`src/event_status_pkg.sv`:
```
// package: register map, field layout, mode codes and carrier types for event status logic
package event_status_pkg;

	// ----------------------------------------------------------------
	// register offsets on the serial register port
	// ----------------------------------------------------------------
	localparam logic [7:0] ADDR_FIFO_STATUS = 8'h00;
	localparam logic [7:0] ADDR_DATA_FIRST = 8'h01;
	localparam logic [7:0] ADDR_DATA_LAST = 8'h06;
	localparam logic [7:0] ADDR_FIFO_TRIGGER_SELECT = 8'h0A;
	localparam logic [7:0] ADDR_OPERATING_MODE_STATUS = 8'h0B;
	localparam logic [7:0] ADDR_EVENT_SOURCE_FLAGS = 8'h0C;
	localparam logic [7:0] ADDR_ORIENTATION_STATUS = 8'h10;

	// ----------------------------------------------------------------
	// field positions
	// ----------------------------------------------------------------
	localparam int TRIG_SEL_LSB = 2;
	localparam int TRIG_SEL_W = 4;
	localparam int GATE_FLAG_BIT = 7;
	localparam int NUM_FLAGS = 8;
	localparam int FLAG_SLEEP_WAKE = 7;
	localparam int FLAG_BUFFER = 6;
	localparam int FLAG_JOLT = 5;
	localparam int FLAG_ORIENTATION = 4;
	localparam int FLAG_TAP = 3;
	localparam int FLAG_FALL_MOTION = 2;
	localparam int FLAG_UNUSED = 1;
	localparam int FLAG_SAMPLE_READY = 0;

	// ----------------------------------------------------------------
	// reset values and codes
	// ----------------------------------------------------------------
	localparam logic [7:0] BYTE_ZERO = 8'h00;
	localparam logic [3:0] TRIG_SEL_RESET = 4'h0;
	localparam logic [1:0] MODE_STANDBY = 2'h0;
	localparam logic [1:0] MODE_WAKE = 2'h1;
	localparam logic [1:0] MODE_SLEEP = 2'h2;
	localparam int AGE_WIDTH = 5;
	localparam logic [AGE_WIDTH-1:0] AGE_RESET = 5'h00;

	// mode state, gray along standby -> wake -> sleep
	typedef enum logic [1:0] {
		ST_STANDBY = 2'b00,
		ST_WAKE = 2'b01,
		ST_SLEEP = 2'b11
	} mode_state_t;

	// one access on the register port
	typedef struct packed {
		logic rd;
		logic wr;
		logic [7:0] addr;
		logic [7:0] wdata;
	} reg_req_t;

	// function event levels, one bit per detector
	typedef struct packed {
		logic jolt;
		logic orientation;
		logic tap;
		logic fall_motion;
	} func_events_t;

endpackage : event_status_pkg

```
`src/edge_flag.sv`:
```
// module: rising-edge sticky flag with set-over-clear priority
`timescale 1ns/1ps
module edge_flag (
	input wire logic ref_clk,
	input wire logic rst_n,
	input wire logic level,
	input wire logic clear,
	output logic rose,
	output logic flag
);

	logic level_q;

	// edge found against last cycle's level
	assign rose = level & ~level_q;

	// a new edge in the clearing cycle must not be lost, so set wins
	always_ff @(posedge ref_clk or negedge rst_n) begin
		if (!rst_n) begin
			level_q <= 1'b0;
			flag <= 1'b0;
		end else begin
			level_q <= level;
			flag <= rose | (flag & ~clear);
		end
	end

endmodule : edge_flag

```
`src/event_source_and_mode_status.sv`:
```
// module: event source flags, operating mode tracking, gate error age and trigger select
// Summary of operation
// - four trigger select bits, reset zero
// - set select bit lets event trigger buffer
// - trigger status rising edge, cleared by source read
// - mode field: 00 standby, 01 wake, 10 sleep
// - gate error set on error, cleared when emptied
// - five-bit age counts sample periods since error
// - read-only source flags in fixed bit order
// - flags set on rising edge, held until read
// - status read at zero keeps sample-ready flag
// - sleep/wake flag on transition, cleared by mode read
// - idle past limit: wake to sleep, low rate
// - selected event in sleep: wake, high rate
// - buffer flag on overflow or count at watermark
// - jolt flag from event-active, cleared by its read
// - orientation flag from change, cleared by its read
// - tap flag from event-active, cleared by its read
// - fall/motion flag from event-active, cleared by read
// - sample-ready flag from new data or overrun
`timescale 1ns/1ps
module event_source_and_mode_status #(
	parameter int IDLE_W = 8,
	parameter int FILL_W = 6,
	parameter logic [7:0] JOLT_SOURCE_ADDR = 8'h14,
	parameter logic [7:0] TAP_SOURCE_ADDR = 8'h18,
	parameter logic [7:0] FALL_MOTION_SOURCE_ADDR = 8'h1C
) (
	input wire logic ref_clk,
	input wire logic rst_n,
	input wire event_status_pkg::reg_req_t reg_req,
	output logic [7:0] reg_rdata,
	output logic reg_rdata_valid,
	input wire logic sample_tick,
	input wire logic active_mode,
	input wire logic auto_sleep_enable,
	input wire logic [IDLE_W-1:0] idle_limit_setting,
	input wire logic [5:0] wake_source_select,
	input wire logic [5:0] interrupt_enable,
	input wire event_status_pkg::func_events_t func_events,
	input wire logic xyz_new_data,
	input wire logic xyz_overrun,
	input wire logic buffer_overflow,
	input wire logic [FILL_W-1:0] buffer_fill_count,
	input wire logic [FILL_W-1:0] buffer_watermark,
	input wire logic gate_error_detect,
	output logic [1:0] operating_mode_field,
	output logic low_rate_select,
	output logic fifo_trigger,
	output logic [3:0] trigger_status,
	output logic [7:0] event_source_flags,
	output logic gate_error_flag,
	output logic [4:0] gate_error_age
);
	import event_status_pkg::*;

	// ----------------------------------------------------------------
	// elaboration checks
	// ----------------------------------------------------------------
	if (IDLE_W < 1 || IDLE_W > 16) begin : g_bad_idle
		$error("idle counter width out of range");
	end
	if (FILL_W < 1) begin : g_bad_fill
		$error("fill count width must be positive");
	end

	// enable and wake-select bit order: buffer, jolt, orient, tap, fall, ready
	localparam int EN_BUFFER = 5;
	localparam int EN_JOLT = 4;
	localparam int EN_ORIENTATION = 3;
	localparam int EN_TAP = 2;
	localparam int EN_FALL_MOTION = 1;
	localparam int EN_SAMPLE_READY = 0;
	localparam logic [AGE_WIDTH-1:0] AGE_MAX = 5'h1F;
	localparam logic [IDLE_W:0] IDLE_ONE = {{IDLE_W{1'b0}}, 1'b1};
	localparam logic [IDLE_W:0] IDLE_MAX = {(IDLE_W+1){1'b1}};

	// ----------------------------------------------------------------
	// read decode
	// ----------------------------------------------------------------
	function automatic logic is_read(input reg_req_t req, input logic [7:0] addr);
		is_read = req.rd && (req.addr == addr);
	endfunction : is_read

	wire rd_mode = is_read(reg_req, ADDR_OPERATING_MODE_STATUS);
	wire rd_fifo_status = is_read(reg_req, ADDR_FIFO_STATUS);
	// data bytes only; the status byte at zero is excluded here
	wire rd_xyz = reg_req.rd && (reg_req.addr >= ADDR_DATA_FIRST)
		&& (reg_req.addr <= ADDR_DATA_LAST);
	wire rd_jolt = is_read(reg_req, JOLT_SOURCE_ADDR);
	wire rd_orient = is_read(reg_req, ADDR_ORIENTATION_STATUS);
	wire rd_tap = is_read(reg_req, TAP_SOURCE_ADDR);
	wire rd_fall = is_read(reg_req, FALL_MOTION_SOURCE_ADDR);
	wire wr_trig = reg_req.wr && (reg_req.addr == ADDR_FIFO_TRIGGER_SELECT);

	// ----------------------------------------------------------------
	// event levels feeding the source flags
	// ----------------------------------------------------------------
	logic sleep_wake_pulse;
	wire watermark_hit = (buffer_watermark != {FILL_W{1'b0}})
		&& (buffer_fill_count == buffer_watermark);
	wire [NUM_FLAGS-1:0] flag_level;
	wire [NUM_FLAGS-1:0] flag_clear;
	wire [NUM_FLAGS-1:0] flag_rose;
	wire [NUM_FLAGS-1:0] flag_q;

	assign flag_level[FLAG_SLEEP_WAKE] = sleep_wake_pulse;
	assign flag_level[FLAG_BUFFER] = interrupt_enable[EN_BUFFER]
		& (buffer_overflow | watermark_hit);
	assign flag_level[FLAG_JOLT] = interrupt_enable[EN_JOLT] & func_events.jolt;
	assign flag_level[FLAG_ORIENTATION] = interrupt_enable[EN_ORIENTATION]
		& func_events.orientation;
	assign flag_level[FLAG_TAP] = interrupt_enable[EN_TAP] & func_events.tap;
	assign flag_level[FLAG_FALL_MOTION] = interrupt_enable[EN_FALL_MOTION]
		& func_events.fall_motion;
	assign flag_level[FLAG_UNUSED] = 1'b0;
	assign flag_level[FLAG_SAMPLE_READY] = interrupt_enable[EN_SAMPLE_READY]
		& (xyz_new_data | xyz_overrun);

	// each flag cleared only by its own function's register read
	assign flag_clear[FLAG_SLEEP_WAKE] = rd_mode;
	assign flag_clear[FLAG_BUFFER] = rd_fifo_status;
	assign flag_clear[FLAG_JOLT] = rd_jolt;
	assign flag_clear[FLAG_ORIENTATION] = rd_orient;
	assign flag_clear[FLAG_TAP] = rd_tap;
	assign flag_clear[FLAG_FALL_MOTION] = rd_fall;
	assign flag_clear[FLAG_UNUSED] = 1'b0;
	assign flag_clear[FLAG_SAMPLE_READY] = rd_xyz;

	// one sticky edge cell per source bit
	for (genvar i = 0; i < NUM_FLAGS; i++) begin : g_flag
		edge_flag u_flag (
			.ref_clk(ref_clk),
			.rst_n(rst_n),
			.level(flag_level[i]),
			.clear(flag_clear[i]),
			.rose(flag_rose[i]),
			.flag(flag_q[i])
		);
	end

	// bit 1 is forced low so stray activity can never show
	assign event_source_flags = flag_q & ~(8'h01 << FLAG_UNUSED);

	// ----------------------------------------------------------------
	// fifo trigger selection and trigger status
	// ----------------------------------------------------------------
	logic [3:0] trig_sel;
	wire [3:0] trig_level;
	wire [3:0] trig_clear;
	wire [3:0] trig_rise;

	always_ff @(posedge ref_clk or negedge rst_n) begin
		if (!rst_n) begin
			trig_sel <= TRIG_SEL_RESET;
		end else if (wr_trig) begin
			trig_sel <= reg_req.wdata[TRIG_SEL_LSB +: TRIG_SEL_W];
		end
	end

	// select order high to low: jolt, orientation, tap, fall/motion
	assign trig_level = trig_sel & func_events;
	assign trig_clear = {rd_jolt, rd_orient, rd_tap, rd_fall};

	for (genvar t = 0; t < 4; t++) begin : g_trig
		edge_flag u_trig (
			.ref_clk(ref_clk),
			.rst_n(rst_n),
			.level(trig_level[t]),
			.clear(trig_clear[t]),
			.rose(trig_rise[t]),
			.flag(trigger_status[t])
		);
	end

	// trigger pulse registered so the buffer engine sees a clean strobe
	always_ff @(posedge ref_clk or negedge rst_n) begin
		if (!rst_n) begin
			fifo_trigger <= 1'b0;
		end else begin
			fifo_trigger <= |trig_rise;
		end
	end

	// ----------------------------------------------------------------
	// operating mode machine and idle timer
	// ----------------------------------------------------------------
	mode_state_t state, next_state;
	logic [IDLE_W:0] idle_count;
	wire [5:0] func_rise = {flag_rose[FLAG_BUFFER], flag_rose[FLAG_JOLT],
		flag_rose[FLAG_ORIENTATION], flag_rose[FLAG_TAP],
		flag_rose[FLAG_FALL_MOTION], flag_rose[FLAG_SAMPLE_READY]};
	wire activity = |func_rise;
	wire wake_event = |(func_rise & wake_source_select);
	wire idle_expired = idle_count > {1'b0, idle_limit_setting};

	always_comb begin
		next_state = state;
		unique case (state)
			ST_STANDBY: begin
				if (active_mode) begin
					next_state = ST_WAKE;
				end
			end
			ST_WAKE: begin
				if (!active_mode) begin
					next_state = ST_STANDBY;
				end else if (auto_sleep_enable && idle_expired) begin
					next_state = ST_SLEEP;
				end
			end
			ST_SLEEP: begin
				if (!active_mode) begin
					next_state = ST_STANDBY;
				end else if (wake_event) begin
					next_state = ST_WAKE;
				end
			end
			default: begin
				next_state = ST_STANDBY;
			end
		endcase
	end

	// mode field code differs from the gray state code
	function automatic logic [1:0] mode_code(input mode_state_t s);
		unique case (s)
			ST_WAKE: mode_code = MODE_WAKE;
			ST_SLEEP: mode_code = MODE_SLEEP;
			default: mode_code = MODE_STANDBY;
		endcase
	endfunction : mode_code

	wire wake_sleep_move = ((state == ST_WAKE) && (next_state == ST_SLEEP))
		|| ((state == ST_SLEEP) && (next_state == ST_WAKE));

	// state, outputs and transition pulse
	always_ff @(posedge ref_clk or negedge rst_n) begin
		if (!rst_n) begin
			state <= ST_STANDBY;
			operating_mode_field <= MODE_STANDBY;
			low_rate_select <= 1'b0;
			sleep_wake_pulse <= 1'b0;
		end else begin
			state <= next_state;
			operating_mode_field <= mode_code(next_state);
			low_rate_select <= (next_state == ST_SLEEP);
			sleep_wake_pulse <= wake_sleep_move;
		end
	end

	// idle timer counts sample periods with no interrupt, saturating
	always_ff @(posedge ref_clk or negedge rst_n) begin
		if (!rst_n) begin
			idle_count <= '0;
		end else if (activity || (state != ST_WAKE)) begin
			idle_count <= '0;
		end else if (sample_tick && (idle_count != IDLE_MAX)) begin
			idle_count <= idle_count + IDLE_ONE;
		end
	end

	// ----------------------------------------------------------------
	// gate error flag and age
	// ----------------------------------------------------------------
	wire buffer_empty = (buffer_fill_count == {FILL_W{1'b0}});

	// a fresh error beats an empty buffer in the same cycle
	always_ff @(posedge ref_clk or negedge rst_n) begin
		if (!rst_n) begin
			gate_error_flag <= 1'b0;
		end else begin
			gate_error_flag <= gate_error_detect
				| (gate_error_flag & ~buffer_empty);
		end
	end

	// age saturates rather than wraps, so a stale error never looks young
	always_ff @(posedge ref_clk or negedge rst_n) begin
		if (!rst_n) begin
			gate_error_age <= AGE_RESET;
		end else if (!gate_error_flag || (buffer_empty && !gate_error_detect)) begin
			gate_error_age <= AGE_RESET;
		end else if (sample_tick && (gate_error_age != AGE_MAX)) begin
			gate_error_age <= gate_error_age + 5'h01;
		end
	end

	// ----------------------------------------------------------------
	// register read port
	// ----------------------------------------------------------------
	wire [7:0] trig_byte = {2'b00, trig_sel, 2'b00};
	wire [7:0] mode_byte = {gate_error_flag, gate_error_age, operating_mode_field};
	wire [7:0] read_mux = (reg_req.addr == ADDR_FIFO_TRIGGER_SELECT) ? trig_byte
		: (reg_req.addr == ADDR_OPERATING_MODE_STATUS) ? mode_byte
		: (reg_req.addr == ADDR_EVENT_SOURCE_FLAGS) ? event_source_flags
		: BYTE_ZERO;

	// read data captured before the same read clears any flag
	always_ff @(posedge ref_clk or negedge rst_n) begin
		if (!rst_n) begin
			reg_rdata <= BYTE_ZERO;
			reg_rdata_valid <= 1'b0;
		end else begin
			reg_rdata_valid <= reg_req.rd;
			if (reg_req.rd) begin
				reg_rdata <= read_mux;
			end
		end
	end
endmodule : event_source_and_mode_status

```
`config.mk`:
```
export PLATFORM = sky130hd
export DESIGN_NAME = event_source_and_mode_status
export DESIGN_NICKNAME = d
export VERILOG_FILES = /design/src/event_status_pkg.sv /design/src/edge_flag.sv /design/src/event_source_and_mode_status.sv
export SDC_FILE = /design/constraint.sdc
export NUM_CORES = 1
export LEC_CHECK = 0
export ABC_AREA = 0
export BUFFER_PORTS_ARGS = -buffer_cell sky130_fd_sc_hd__buf_2
export CORE_UTILIZATION = 51
export DETAILED_ROUTE_END_ITERATION = 12
export GPL_ROUTABILITY_DRIVEN = 0
export GPL_TIMING_DRIVEN = 0
export HOLD_SLACK_MARGIN = 0.12
export PLACE_DENSITY_LB_ADDON = 0.05
export SLEW_MARGIN = 0
export SYNTH_ARGS = -nofsm -noshare
export SYNTH_HDL_FRONTEND = slang
export SYNTH_SLANG_ARGS = --single-unit
```
`constraint.sdc`:
```
create_clock -name ref_clk -period 2.35 [get_ports ref_clk]
set_input_delay 0.47 -clock ref_clk [delete_from_list [all_inputs] [get_ports ref_clk]]
set_output_delay 0.47 -clock ref_clk [all_outputs]
set_load 0.05 [all_outputs]
```
After elaboration in Yosys (flattened, before gate mapping)
Index checks and enable logic that the tools add are counted.

Reductions and logical operators: 30. Eq/ne operators: 15. Magnitude comparators: 3. $add $sub $neg: 2. Bitwise gates (word level): 64. Multiplexer cells: 14.

Operator list (count): $eq 8x5->1 const B (4); $and 1x1->1 (29); $eq 8x4->1 const B (3); $mux 8 (3); $not 1->1 (19); $mux 9 (2); $logic_and 1x1->1 (16); $or 1x1->1 (14); $reduce_or 6->1 (2); $mux 2 (5); $mux 5 (2); $add 9x1->9 const B (1); $gt 9x8->1 (1); $ne 9x9->1 const B (1); $ge 8x1->1 const B (1); $le 8x3->1 const B (1); $logic_not 8->1 (1); $and 6x6->6 (1); $eq 6x6->1 (1); $logic_not 6->1 (1); $pmux 2 s3 (1); $reduce_bool 6->1 (1); $add 5x1->5 const B (1); $ne 5x5->1 const B (1); other kinds (10) (16).

Bits in registers: 57. Output and inout port bits: 31.

Depth between registers and ports, before layout
Word-level depth: 13. Depth in mapped cells: 10. Gate-level depth less buffers: 9.

Modules after synthesis
A second synthesis with hierarchy kept.

Cells, all modules: 271. Area total of the unflattened synthesis: 2941.6 um^2.

Modules (own cells, without submodules): event_source_and_mode_status (cells each 216, times used 1, area an instance 2115.8 um^2); edge_flag (cells each 5, times used 11, area an instance 75.1 um^2).

Worst setup path after synthesis
No wires, ideal clock.

Kind: input-to-reg. From: input idle_limit_setting[7]. To: register low_rate_select. Library setup time: 0.120 ns. Arrival: 1.913 ns. Path buffers: 0. Data required time: 2.230 ns. Slack: 0.316 ns. Cell stages on the path: 7. Path through: inv_1 > ha_1 > a211oi_1 > nand2_1 > a2111oi_0 > nor3_1 > a41o_1.

Longest elaborated chain between the ends: 6.

RTL lines: start: declaration (RTL line event_source_and_mode_status.sv:37) `input wire logic [IDLE_W-1:0] idle_limit_setting,`; $gt 9x8->1 (RTL line event_source_and_mode_status.sv:195) `wire idle_expired = idle_count > {1'b0, idle_limit_setting};`; $logic_and 1x1->1 (RTL line event_source_and_mode_status.sv:208) `end else if (auto_sleep_enable && idle_expired) begin`; $mux 2 (RTL line event_source_and_mode_status.sv:208); $mux 2 (RTL line event_source_and_mode_status.sv:206) `if (!active_mode) begin`; $pmux 2 s3 (RTL line event_source_and_mode_status.sv:199) `unique case (state)`; $eq 2x2->1 (RTL line event_source_and_mode_status.sv:247) `low_rate_select <= (next_state == ST_SLEEP);`; end signal: assignment (RTL line event_source_and_mode_status.sv:247); end: declaration (RTL line event_source_and_mode_status.sv:48) `output logic low_rate_select,`.

Every way passes these cells. A chain may end at the register's enable or synchronous reset.

Worst setup path after layout
From: register idle_count[7]. To: register low_rate_select.

Longest elaborated chain between the ends: 6.

RTL lines: start: declaration (RTL line event_source_and_mode_status.sv:189) `logic [IDLE_W:0] idle_count;`; start signal: assignment (RTL line event_source_and_mode_status.sv:259) `idle_count <= idle_count + IDLE_ONE;`; $gt 9x8->1 (RTL line event_source_and_mode_status.sv:195); $logic_and 1x1->1 (RTL line event_source_and_mode_status.sv:208); $mux 2 (RTL line event_source_and_mode_status.sv:208); $mux 2 (RTL line event_source_and_mode_status.sv:206); $pmux 2 s3 (RTL line event_source_and_mode_status.sv:199); $eq 2x2->1 (RTL line event_source_and_mode_status.sv:247).

Every way passes these cells.

==> flow_summary.toml <==
[final_layout]
num-nets-final = 455
n_antenna_cell = 0
postLayoutCoreUtil_pct = 64.6
drive_above_1_share_pct = 31.2
area_growth_pct = 22.5

[worst_hold_path]
hold_path_class = "primary input to flop"

[cts]
cts.clk_slew.worst_paths_ns = 0.10
cts_buffers = 5
clk_latency_ns = 0.32
cts_tree = "built"
clockBufferDepth = 2
cts.sinks = 56
cts-root-buf = "clkbuf_8"
cts_max_level = 2
post_cts_buffers = 0

[route]
vias_per_cell = 5.23
vias = 2370
drc_errors = 0
wl_mm = 6.16
routed.top_layer = "met4"
routedWlPerCell_um = 13.6
drt-met1-wl_mm = 2.87
dr_wl_met2_mm = 2.92
dr_wl_met3_um = 277
first_pass_iters = 4
ant_nets = 0
first_iter_violations = 78

[setup_path]
path_cells = "ha_1 > a211oi_1 > nand2_1 > a2111oi_1 > nor3_1 > a41o_1"
critPathBufInv = 0
start_kind = "flop"
worstSetupEndpointType = "flop"
cp_slowest_stage_delay_ns = 0.51
cp_max_fo = 3
cpMaxStageDelayCell = "a2111oi_1"
crit_arrival_ns = 2.31
crit_type = "flop to flop"
worst-endpoint-required_ns = 2.56
reg2reg_slack_ns = 0.25
crit_family = "compound AO/OA/AOI/OAI gates"

[global_route]
antenna_found_initial = 0
grt_max_degree = 57
grt-ovfl-total = 0
grt_pass1_vias = 2240
grt_pass1_wl_mm = 10.2
grt_use_total_pct = 22.2

[synthesis]
synth_nets = 361
yosysMostFrequentCell = "dfrtp_1"
synth_cells = 286
synthTopCellsByCount = "dfrtp_1 (56), inv_1 (29), nor2_1 (23)"
async_reset_ff_share_pct = 100
synth.top_cells.by_area = "dfrtp_1 (49%), ha_1 (5.2%), inv_1 (3.8%), buf_4 (3.4%), xnor2_1 (3.3%)"
ys_warn_count = 0
syn_avg_cell_area_um2 = 10.1
synth_edf_count = 0
synth_top_area_share_pct = 48.5
synth_top_cell_by_area = "dfrtp_1"
synth_cell_types = 54
ys_ff_latch = 56
dominantRegCellSynth = "dfrtp_1"
syn_area_um2 = 2890
ys_seq_area_share_pct = 48.5

[floorplan]
die_area_um2 = 5960
io_pins = 94
die_y_um = 77.2
core-area_um2 = 5470
initial_core_util_pct = 52.7
die_x_um = 77.2
num_rows = 27

[sta]
min_period_ns = 2.10
layout_setup_ws_ns = 0.250
worst_slew_pin_slew_ns = 1.23
final-setup-viol-count = 0
slew_headroom_pct = 17.8
fin_skew_ns = 0.00719
holdWs_ns = 0.264
slew_violations = 0
max_freq_mhz = 476
tns_ns = 0
period_share_pct = 89.4
finalHoldViolCount = 0
rsz0062_at_grt = "no"

[outcome]
status = "finished clean"

[run]
cap_violations = 0

[place]
hpwl_mm = 4.77
place.port_buffers = 87
dp_slack_ns = -0.0251

[power]
power_density_nw_per_um2 = 697
peakVddDrop_v = 0.000519
p_leak_nw = 1.77
p_total_mw = 2.46
[routing by layer]
layer,vias to the layer above,track usage [%]
met4,0,7.17
met2,61,37.0
met3,7,4.05
met1,1123,29.1
li1,1179,-
met5,-,0
[metrics by stage]
step	area [µm²]	std cells
2_1_floorplan	2890	286
3_3_place_gp	3410	445
3_5_place_dp	3410	445
4_1_cts	3530	453
5_1_grt	3530	453
6_report	3530	453
[sequential cells by signal, summed over array words and instances, names as in the netlist]
name,count
reg_rdata_valid,1
g_trig.u_trig.level_q,4
g_flag.u_flag.flag,7
trig_sel,4
gate_error_flag,1
g_trig.u_trig.flag,4
sleep_wake_pulse,1
idle_count,9
fifo_trigger,1
operating_mode_field,1
gate_error_age,5
low_rate_select,1
g_flag.u_flag.level_q,7
state,2
reg_rdata,8
[worst reg2reg max path: stages (launching register included)]
cell and delay [ns]:
dfrtp_1 0.42, ha_1 0.31, a211oi_1 0.24, nand2_1 0.11
a2111oi_1 0.51, nor3_1 0.17, a41o_1 0.24
[timing repair]
action | CTS | global route
resized for setup | 0 | 1
hold buffers | 0 | 0
endpoints found under the setup margin | 0 | 2
[area by class of cell]
class | count | area (µm²)
fill | 491 | 1940
sequential | 56 | 1400
multi-input combinational | 181 | 1250
timing repair buffer | 87 | 435
buffer | 20 | 124
inverter | 29 | 109
tap | 72 | 90.1
clock buffer | 6 | 82.6
clock inverter | 2 | 38.8
[final timing paths]
path,start,cells past startpoint,endpoint
min in group asynchronous,rst_n,1,g_flag[0].u_flag.level_q
setup reg to reg,idle_count[7],6,low_rate_select
hold / removal,reg_req[17],1,reg_rdata_valid
setup / recovery,idle_count[7],6,low_rate_select
hold reg to reg,sleep_wake_pulse,0,g_flag[7].u_flag.level_q
max in group asynchronous,rst_n,1,idle_count[6]
[cells in the final DEF, fill, tap and decap left out, types with 3 or more instances in the layout]
cell	instances
a21oi_1	3
nand3_1	8
nand4_1	8
clkbuf_1	7
buf_2	87
ha_1	12
xor2_1	5
nand2_1	21
dfrtp_1	56
o21ai_0	9
nor3_1	5
and4_1	3
nor2_1	23
mux2i_1	5
nor2b_1	7
inv_1	29
o221ai_1	3
mux2_2	4
a22oi_1	6
clkbuf_8	6
xnor2_1	11
buf_4	13
o22ai_1	7
[cells by family (layout without fill, tap and decap cells)]
logic type / after synthesis / count (layout) / share of synthesized area (%)
simple gates: 93 / 93 / 17.1
flops: 56 / 56 / 48.5
compound gates: 50 / 50 / 12.8
buf+inv: 49 / 144 / 8.06
xor+xnor: 16 / 16 / 4.85
fa+ha+maj: 12 / 12 / 5.20
mux: 9 / 9 / 3.29
other cells: 1 / 1 / 0.130
[power breakdown]
group	switching [mW]	total [mW]	internal (mW)	leakage, nW
sequential	0.0896	1.14	1.05	0.705
clock	0.322	0.671	0.349	0.0614
combinational	0.442	0.657	0.215	1.01
total	0.854	2.46	1.61	1.77
Power figures use the tool's default switching activity.
